===== config.mk =====
export PLATFORM = sky130hd
export DESIGN_NAME = adccr_regs
export DESIGN_NICKNAME = d
export VERILOG_FILES = /design/src/hw/adccr_pkg.sv /design/src/hw/adccr_field_map.sv /design/src/hw/adccr_regs.sv
export SDC_FILE = /design/constraint.sdc
export NUM_CORES = 1
export LEC_CHECK = 0
export ABC_AREA = 1
export BUFFER_PORTS_ARGS = -buffer_cell sky130_fd_sc_hd__buf_4
export CORE_MARGIN = 2
export CORE_UTILIZATION = 56
export CTS_BUF_LIST = sky130_fd_sc_hd__clkbuf_8
export CTS_CLUSTER_SIZE = 8
export DETAILED_ROUTE_END_ITERATION = 10
export PLACE_DENSITY = 0.87
export SETUP_SLACK_MARGIN = 0.02
export SYNTH_ARGS = -nofsm -noshare
export SYNTH_HDL_FRONTEND = slang
export SYNTH_SLANG_ARGS = --single-unit

===== constraint.sdc =====
create_clock -name aclk -period 2.4 [get_ports aclk]
set_clock_uncertainty 0.15 [all_clocks]
set_input_delay 0.36 -clock aclk [delete_from_list [all_inputs] [get_ports aclk]]
set_output_delay 0.36 -clock aclk [all_outputs]
set_load 0.01 [all_outputs]

===== src/hw/adccr_pkg.sv =====
package adccr_pkg;

	// ----------------------------------------
	// Register indices and byte addresses
	// ----------------------------------------
	// Printed offsets are not multiples of four: byte address is four times the index
	localparam logic [7:0] IDX_CHAN2_OFFSET_LOW  = 8'h15;
	localparam logic [7:0] IDX_CHAN2_GAIN_HIGH   = 8'h16;
	localparam logic [7:0] IDX_CHAN2_GAIN_LOW    = 8'h17;
	localparam logic [7:0] IDX_CHAN3_CONFIG      = 8'h18;
	localparam logic [7:0] IDX_CHAN3_OFFSET_HIGH = 8'h19;
	localparam int         ADDR_W                = 8;

	// ----------------------------------------
	// Reset values and field layout
	// ----------------------------------------
	localparam logic [15:0] GAIN_HIGH_RESET = 16'h8000;
	localparam logic [15:0] ZERO16          = 16'h0000;
	localparam int          CFG_PHASE_LSB   = 6;
	localparam int          CFG_DCOFF_BIT   = 2;
	localparam logic [1:0]  AXI_OKAY        = 2'h0;
	localparam logic [1:0]  AXI_SLVERR      = 2'h2;

	typedef enum logic [1:0] {
		ADCCR_IN_OWN_PINS = 2'h0,
		ADCCR_IN_SHORTED  = 2'h1,
		ADCCR_IN_TEST_POS = 2'h2,
		ADCCR_IN_TEST_NEG = 2'h3
	} adccr_input_type;

	typedef struct packed {
		logic [9:0]      phase_delay;
		logic [2:0]      reserved;
		logic            dc_filter_off;
		adccr_input_type input_select;
	} adccr_cfg_type;

	// Calibration values presented to the channel datapath
	typedef struct packed {
		logic [23:0] chan2_gain;
		logic [7:0]  chan2_offset_low_bits;
		logic [15:0] chan3_offset_high_bits;
		logic [9:0]  chan3_phase_delay;
		logic        chan3_dc_filter_active;
		adccr_input_type chan3_input_select;
	} adccr_out_type;

	typedef enum logic [1:0] {
		ADCCR_IDLE = 2'b00,
		ADCCR_RESP = 2'b01
	} adccr_state_type;

endpackage


===== src/hw/adccr_field_map.sv =====
module adccr_field_map (
	input  wire logic [7:0]  idx,
	input  wire logic [15:0] wdata,
	input  wire logic [3:0]  wstrb,
	input  wire logic [15:0] cur,
	output logic      [15:0] rw_mask,
	output logic      [15:0] merged,
	output logic             hit
);
	logic [15:0] lane;

	// ----------------------------------------
	// Writable bits per register
	// ----------------------------------------
	always_comb begin
		hit     = 1'b1;
		rw_mask = 16'h0000;
		if (idx == adccr_pkg::IDX_CHAN2_OFFSET_LOW) begin
			rw_mask = 16'hff00;
		end else if (idx == adccr_pkg::IDX_CHAN2_GAIN_HIGH) begin
			rw_mask = 16'hffff;
		end else if (idx == adccr_pkg::IDX_CHAN2_GAIN_LOW) begin
			rw_mask = 16'hff00;
		end else if (idx == adccr_pkg::IDX_CHAN3_CONFIG) begin
			rw_mask = 16'hffc7;
		end else if (idx == adccr_pkg::IDX_CHAN3_OFFSET_HIGH) begin
			rw_mask = 16'hffff;
		end else begin
			hit = 1'b0;
		end
		lane   = {{8{wstrb[1]}}, {8{wstrb[0]}}};
		// Reserved bits keep their stored zero whatever is written
		merged = (cur & ~(rw_mask & lane)) | (wdata & rw_mask & lane);
	end
endmodule


===== src/hw/adccr_regs.sv =====
// Operation
// Channel 2 offset low word keeps offset bits 7..0 in its upper byte, read/write, reset zero.
// The lower byte of each calibration low word always reads zero whatever was written.
// Channel 2 gain high word at 0x16 resets to 0x8000, a unity gain.
// Channel 2 gain high word supplies gain bits 23..8 over all 16 bits, read/write.
// Channel 2 gain low word at 0x17 supplies gain bits 7..0 in its upper byte, reset zero.
// The 24-bit gain is an unsigned fraction from 0.0 to just under 2.0.
// Channel 3 configuration at 0x18 resets to 0x0000.
// A 10-bit signed channel 3 phase field delays the channel in modulator cycles, reset zero.
// Channel 3 DC filter follows the global setting when its disable bit is 0, bypassed when 1.
// Channel 3 input select: 00 own pins, 01 shorted, 10 positive test, 11 negative test.
// Channel 3 offset high word at 0x19 holds offset bits 23..8, read/write, reset zero.
// The three reserved configuration bits are read-only zero.
// Writes to reserved bits are ignored and change no stored state.
module adccr_regs (
	input  wire logic                 aclk,
	input  wire logic                 aresetn,
	input  wire logic [9:0]           s_axi_awaddr,
	input  wire logic                 s_axi_awvalid,
	output logic                      s_axi_awready,
	input  wire logic [31:0]          s_axi_wdata,
	input  wire logic [3:0]           s_axi_wstrb,
	input  wire logic                 s_axi_wvalid,
	output logic                      s_axi_wready,
	output logic [1:0]                s_axi_bresp,
	output logic                      s_axi_bvalid,
	input  wire logic                 s_axi_bready,
	input  wire logic [9:0]           s_axi_araddr,
	input  wire logic                 s_axi_arvalid,
	output logic                      s_axi_arready,
	output logic [31:0]               s_axi_rdata,
	output logic [1:0]                s_axi_rresp,
	output logic                      s_axi_rvalid,
	input  wire logic                 s_axi_rready,
	input  wire logic                 global_dc_filter_setting,
	output adccr_pkg::adccr_out_type  cal_out
);

	// ----------------------------------------
	// State
	// ----------------------------------------
	typedef struct packed {
		logic [15:0]                chan2_offset_low;
		logic [15:0]                chan2_gain_high;
		logic [15:0]                chan2_gain_low;
		adccr_pkg::adccr_cfg_type   chan3_cfg;
		logic [15:0]                chan3_offset_high;
		logic                       aw_held;
		logic [7:0]                 aw_idx;
		logic                       w_held;
		logic [31:0]                w_data;
		logic [3:0]                 w_strb;
		adccr_pkg::adccr_state_type wr_state;
		logic [1:0]                 bresp;
		adccr_pkg::adccr_state_type rd_state;
		logic [31:0]                rdata;
		logic [1:0]                 rresp;
		adccr_pkg::adccr_out_type   out;
		logic                       awready;
		logic                       wready;
		logic                       arready;
	} adccr_regs_type;

	adccr_regs_type state_q;
	adccr_regs_type state_d;

	logic [15:0] cur_word;
	logic [15:0] merged;
	logic        wr_hit;
	logic [15:0] rd_word;
	logic        rd_hit;
	logic        wr_go;
	logic        aw_take;
	logic        w_take;
	logic        ar_take;

	function automatic logic [7:0] addr_to_idx(input logic [9:0] a);
		addr_to_idx = a[9:2];
	endfunction

	// ----------------------------------------
	// Read decode
	// ----------------------------------------
	function automatic logic [16:0] read_word(input adccr_regs_type s, input logic [7:0] idx);
		read_word = {1'b1, 16'h0000};
		if (idx == adccr_pkg::IDX_CHAN2_OFFSET_LOW) begin
			read_word[15:0] = {s.chan2_offset_low[15:8], 8'h00};
		end else if (idx == adccr_pkg::IDX_CHAN2_GAIN_HIGH) begin
			read_word[15:0] = s.chan2_gain_high;
		end else if (idx == adccr_pkg::IDX_CHAN2_GAIN_LOW) begin
			read_word[15:0] = {s.chan2_gain_low[15:8], 8'h00};
		end else if (idx == adccr_pkg::IDX_CHAN3_CONFIG) begin
			read_word[15:0] = {s.chan3_cfg.phase_delay, 3'h0, s.chan3_cfg.dc_filter_off,
				s.chan3_cfg.input_select};
		end else if (idx == adccr_pkg::IDX_CHAN3_OFFSET_HIGH) begin
			read_word[15:0] = s.chan3_offset_high;
		end else begin
			read_word[16] = 1'b0;
		end
	endfunction

	// A channel is taken only on an edge where its own ready is seen high
	assign aw_take = s_axi_awvalid && state_q.awready;
	assign w_take  = s_axi_wvalid && state_q.wready;
	assign ar_take = s_axi_arvalid && state_q.arready;
	assign wr_go   = state_q.aw_held && state_q.w_held;

	always_comb begin
		cur_word = 16'h0000;
		if (state_q.aw_idx == adccr_pkg::IDX_CHAN2_OFFSET_LOW) begin
			cur_word = state_q.chan2_offset_low;
		end else if (state_q.aw_idx == adccr_pkg::IDX_CHAN2_GAIN_HIGH) begin
			cur_word = state_q.chan2_gain_high;
		end else if (state_q.aw_idx == adccr_pkg::IDX_CHAN2_GAIN_LOW) begin
			cur_word = state_q.chan2_gain_low;
		end else if (state_q.aw_idx == adccr_pkg::IDX_CHAN3_CONFIG) begin
			cur_word = state_q.chan3_cfg;
		end else if (state_q.aw_idx == adccr_pkg::IDX_CHAN3_OFFSET_HIGH) begin
			cur_word = state_q.chan3_offset_high;
		end
	end

	adccr_field_map u_map (
		.idx     (state_q.aw_idx),
		.wdata   (state_q.w_data[15:0]),
		.wstrb   (state_q.w_strb),
		.cur     (cur_word),
		.rw_mask (),
		.merged  (merged),
		.hit     (wr_hit)
	);

	// ----------------------------------------
	// Next state
	// ----------------------------------------
	always_comb begin
		state_d = state_q;
		{rd_hit, rd_word} = read_word(state_q, addr_to_idx(s_axi_araddr));

		// Address and data may arrive in either order; each is held until both are in
		if (aw_take) begin
			state_d.aw_held = 1'b1;
			state_d.aw_idx  = addr_to_idx(s_axi_awaddr);
		end
		if (w_take) begin
			state_d.w_held = 1'b1;
			state_d.w_data = s_axi_wdata;
			state_d.w_strb = s_axi_wstrb;
		end

		case (state_q.wr_state)
			adccr_pkg::ADCCR_IDLE: begin
				if (wr_go) begin
					state_d.aw_held  = 1'b0;
					state_d.w_held   = 1'b0;
					state_d.wr_state = adccr_pkg::ADCCR_RESP;
					state_d.bresp    = wr_hit ? adccr_pkg::AXI_OKAY : adccr_pkg::AXI_SLVERR;
					if (state_q.aw_idx == adccr_pkg::IDX_CHAN2_OFFSET_LOW) begin
						state_d.chan2_offset_low = merged;
					end else if (state_q.aw_idx == adccr_pkg::IDX_CHAN2_GAIN_HIGH) begin
						state_d.chan2_gain_high = merged;
					end else if (state_q.aw_idx == adccr_pkg::IDX_CHAN2_GAIN_LOW) begin
						state_d.chan2_gain_low = merged;
					end else if (state_q.aw_idx == adccr_pkg::IDX_CHAN3_CONFIG) begin
						state_d.chan3_cfg = adccr_pkg::adccr_cfg_type'(merged);
					end else if (state_q.aw_idx == adccr_pkg::IDX_CHAN3_OFFSET_HIGH) begin
						state_d.chan3_offset_high = merged;
					end
				end
			end
			adccr_pkg::ADCCR_RESP: begin
				if (s_axi_bready) begin
					state_d.wr_state = adccr_pkg::ADCCR_IDLE;
				end
			end
			default: begin
				state_d.wr_state = adccr_pkg::ADCCR_IDLE;
			end
		endcase

		case (state_q.rd_state)
			adccr_pkg::ADCCR_IDLE: begin
				if (ar_take) begin
					state_d.rd_state = adccr_pkg::ADCCR_RESP;
					state_d.rdata    = {16'h0000, rd_word};
					state_d.rresp    = rd_hit ? adccr_pkg::AXI_OKAY : adccr_pkg::AXI_SLVERR;
				end
			end
			adccr_pkg::ADCCR_RESP: begin
				if (s_axi_rready) begin
					state_d.rd_state = adccr_pkg::ADCCR_IDLE;
				end
			end
			default: begin
				state_d.rd_state = adccr_pkg::ADCCR_IDLE;
			end
		endcase

		// Datapath view is loaded on the same edge as the registers it copies
		// Gain is an unsigned fraction: bit 23 weighs 1.0, so 0x800000 is unity
		state_d.out.chan2_gain = {state_d.chan2_gain_high, state_d.chan2_gain_low[15:8]};
		state_d.out.chan2_offset_low_bits  = state_d.chan2_offset_low[15:8];
		state_d.out.chan3_offset_high_bits = state_d.chan3_offset_high;
		state_d.out.chan3_phase_delay      = state_d.chan3_cfg.phase_delay;
		state_d.out.chan3_dc_filter_active = global_dc_filter_setting
			&& !state_d.chan3_cfg.dc_filter_off;
		state_d.out.chan3_input_select     = state_d.chan3_cfg.input_select;
		// Ready means the slot is free; reset holds it low until the first edge after release
		state_d.awready = !state_d.aw_held && state_d.wr_state == adccr_pkg::ADCCR_IDLE;
		state_d.wready  = !state_d.w_held && state_d.wr_state == adccr_pkg::ADCCR_IDLE;
		state_d.arready = state_d.rd_state == adccr_pkg::ADCCR_IDLE;
	end

	// ----------------------------------------
	// Registers
	// ----------------------------------------
	always_ff @(posedge aclk) begin
		if (!aresetn) begin
			state_q                  <= '0;
			state_q.chan2_offset_low <= adccr_pkg::ZERO16;
			state_q.chan2_gain_high  <= adccr_pkg::GAIN_HIGH_RESET;
			state_q.chan2_gain_low   <= adccr_pkg::ZERO16;
			state_q.chan3_cfg        <= adccr_pkg::ZERO16;
			state_q.out.chan2_gain   <= {adccr_pkg::GAIN_HIGH_RESET, 8'h00};
			state_q.wr_state         <= adccr_pkg::ADCCR_IDLE;
			state_q.rd_state         <= adccr_pkg::ADCCR_IDLE;
		end else begin
			state_q <= state_d;
		end
	end

	// ----------------------------------------
	// Outputs, all from flip-flops
	// ----------------------------------------
	// Ready is a registered "slot free" flag, so the slave never stalls on decode
	assign s_axi_awready = state_q.awready;
	assign s_axi_wready  = state_q.wready;
	assign s_axi_arready = state_q.arready;
	assign s_axi_bvalid  = state_q.wr_state == adccr_pkg::ADCCR_RESP;
	assign s_axi_bresp   = state_q.bresp;
	assign s_axi_rvalid  = state_q.rd_state == adccr_pkg::ADCCR_RESP;
	assign s_axi_rdata   = state_q.rdata;
	assign s_axi_rresp   = state_q.rresp;
	assign cal_out       = state_q.out;

endmodule


==> flow_metrics.env <==
export IMPL_status="complete, no violations"
export IMPL_cp_arrival_ns=2.43
export IMPL_fin_crit_sh_pct=91.18
export IMPL_path_max_fanout=12
export IMPL_endpoint_kind="register"
export IMPL_globalplace_congestion=0.9228
export IMPL_hold_depth=3
export IMPL_grt_pass1_wl_um=31520
export IMPL_drt_total_wl_um=19660
export IMPL_initial_utilization_pct=57.54
export IMPL_cts_buffer_depth=2
export IMPL_root_buffer="clkbuf_8"
export IMPL_yosysTopAreaCell="dfxtp_1"
export IMPL_synth_area_um2=7261
export IMPL_h_tree_depth=4
export IMPL_hold_viol=0
export IMPL_cp_cell_sequence="inv_1, nand2_1, nor2_2, buf_4, nand2_1, buf_4, nor2_4, inv_2, a21oi_1, nand2_1, inv_1"
export IMPL_finalCriticalPeriod_ns=2.188
export IMPL_finalSetupViolCount=0
export IMPL_clock_latency_ns=0.46
export IMPL_drive_gt1_share_pct=18.61
export IMPL_vias_per_cell=5.287
export IMPL_yosysMostFrequentCell="nand2_1"
export IMPL_tightest_slew_ns=0.6749
export IMPL_critPathLaunchType="register"
export IMPL_ant_nets=0
export IMPL_min_delay_start="s_axi_wdata[15]"
export IMPL_area_growth_pct=13.06
export IMPL_critPathRequiredTime_ns=2.65
export IMPL_r2r_slack_ns=0.21
export IMPL_diodes=0
export IMPL_ys_flop_type="dfxtp_1"
export IMPL_synth_area_leaders="dfxtp_1 (37%), nand2_1 (11%), buf_4 (10%)"
export IMPL_die_y_um=117.9
export IMPL_grt_max_degree=68
export IMPL_grt_pass1_vias=6477
export IMPL_crit_start="state_q[148]$_SDFFE_PN0P_"
export IMPL_fill_cells=1107
export IMPL_port_buffers=125
export IMPL_multi_input_area_um2=3033
export IMPL_design_area_um2=8209
export IMPL_synth_async_reset_ratio_pct=0
export IMPL_ys_top_cells_by_count="nand2_1 (217), inv_1 (174), dfxtp_1 (134)"
export IMPL_rows=41
export IMPL_pin_count=166
export IMPL_design_die_area_um2=13890
export IMPL_critPathSlowestCell="nor2_4"
export IMPL_cts_tree="built"
export IMPL_critical_path_class="register to register"
export IMPL_regArea_um2=2683
export IMPL_rsz0062_at_grt="false"
export IMPL_overflow=0
export IMPL_antenna_found_initial=0
export IMPL_fin_nets=1218
export IMPL_max_freq_ghz=0.4570
export IMPL_peakVddDrop_mv=0.6021
export IMPL_cts_sinks=134
export IMPL_first_pass_iters=8
export IMPL_track_usage_pct=28.48
export IMPL_fp_coreArea_um2=12620
export IMPL_drc=0
export IMPL_leakagePower_nw=4.044
export IMPL_ys_ff_latch=134
export IMPL_post_dp_hpwl_um=13850
export IMPL_synth_edf_count=0
export IMPL_route_vias_total=7074
export IMPL_numCtsBuffers=17
export IMPL_worstHoldEndpoint="state_q[123]$_SDFFE_PN0P_"
export IMPL_synthCells=1096
export IMPL_avgSynthCellArea_um2=6.625
export IMPL_path_clk_slew_ns=0.07
export IMPL_synth_top_area_share_pct=36.95
export IMPL_drt_iter0_markers=870
export IMPL_finalSetupTns_ns=0
export IMPL_r2r_start="state_q[148]$_SDFFE_PN0P_"
export IMPL_post_cts_buffers=0
export IMPL_reg2reg_depth=11
export IMPL_synth_distinct_cells=33
export IMPL_detail_route_wl_per_cell_um=14.69
export IMPL_powerDensity_nw_per_um2=532.0
export IMPL_hp_class="primary input to register"
export IMPL_r2r_end="state_q[203]$_SDFFE_PN0P_"
export IMPL_cp_common_cell="nand2_1"
export IMPL_cap_violations=0
export IMPL_ys_seq_area_share_pct=36.95
export IMPL_slew_headroom_pct=55.01
export IMPL_finalMaxSlewViolations=0
export IMPL_slowest_delay_ns=0.34
export IMPL_yosysWarnings=0
export IMPL_die_w_um=117.9
export IMPL_place_area_um2=7790
==> how the worst max path moves through the flow <==
stage | slack, ns | cells after the start | to
after global placement | 0.30 | 11 | state_q[203]$_SDFFE_PN0P_
after floorplan | 0.71 | 11 | cal_out[14]$_SDFFE_PN0P_
after detailed placement | 0.27 | 16 | state_q[199]$_SDFFE_PN0P_
after global routing | 0.05 | 11 | state_q[203]$_SDFFE_PN0P_
final | 0.21 | 11 | state_q[203]$_SDFFE_PN0P_
after CTS | 0.20 | 16 | state_q[205]$_SDFFE_PN0P_
==> metrics by stage <==
step	cells	util, %	power [mW]	hold slack (ns)	worst slack [ns]
floorplan	1115	-	2.558	0.2510	0.7051
CTS	1338	65.02	4.375	0.00004480	0.2041
global route	1338	65.05	4.536	0.01316	0.04731
detailed placement	1301	61.73	2.656	0.2615	0.2723
global placement	1301	61.73	2.648	0.2586	0.2990
finish	1338	65.05	4.367	0.01974	0.2118
==> per-layer routing <==
layer  part of all wire, %  GRT usage, %  up-vias
met5                     0             0        -
met4                   3.6         13.78        0
met3                    12         7.800       66
met2                    43         43.71      471
met1                    41         37.01     3099
li1                      -             -     3438
==> critical path: cells and delay by family, from the launching register on <==
family / cells / cell delay (ns)
buffers and inverters: 5 / 0.76
AOI/OAI and AO/OA: 1 / 0.18
DFF: 1 / 0.31
and+or+nand+nor: 5 / 0.72
==> power breakdown <==
group	internal [mW]	switching (mW)	total (mW)
clock	0.888	0.860	1.75
combinational	0.124	0.185	0.309
sequential	2.27	0.0360	2.31
==> layout make-up <==
class / instances / share of cell area (%)
Clock buffer: 17 / 2.850
Timing Repair Buffer: 159 / 14.88
Inverter: 186 / 8.551
Sequential cell: 134 / 32.68
Tap cell: 172 / 2.622
Clock inverter: 14 / 1.478
Multi-Input combinational cell: 656 / 36.95
==> cells by family (layout without fill, tap and decap cells) <==
logic type / count (synthesis) / in the layout / share of synthesized area [%]
other: 1 / 20 / 0.05165
buffers and inverters: 325 / 376 / 22.33
AO/OA/AOI/OAI: 208 / 208 / 15.60
flip-flops: 134 / 134 / 36.95
AND/OR/NAND/NOR: 428 / 428 / 25.07
==> registers in the layout (all words and copies together), names as in the netlist <==
signal / count
s_axi_awready: 1
s_axi_wready: 1
s_axi_arready: 1
state_q: 83
s_axi_rresp: 1
s_axi_rdata: 16
s_axi_bresp: 1
cal_out: 30
==> repair_timing <==
action	in CTS	in global routing
hold buffers	6	0
setup endpoints to repair	0	3
gates resized for setup	0	1
endpoints found under the hold margin	6	0
==> layout by cell type (no fill, tap or decap), types with 12 or more instances in the layout <==
cell,synthesis,final
o211ai_1,18,18
nand3_1,89,89
o21a_1,12,12
clkbuf_8,0,17
conb_1,1,20
nand2_1,217,217
buf_4,99,152
a21oi_1,92,92
o21ai_0,80,80
nor2_1,90,90
dfxtp_1,134,134
inv_1,174,176
Power figures use the tool's default switching activity.
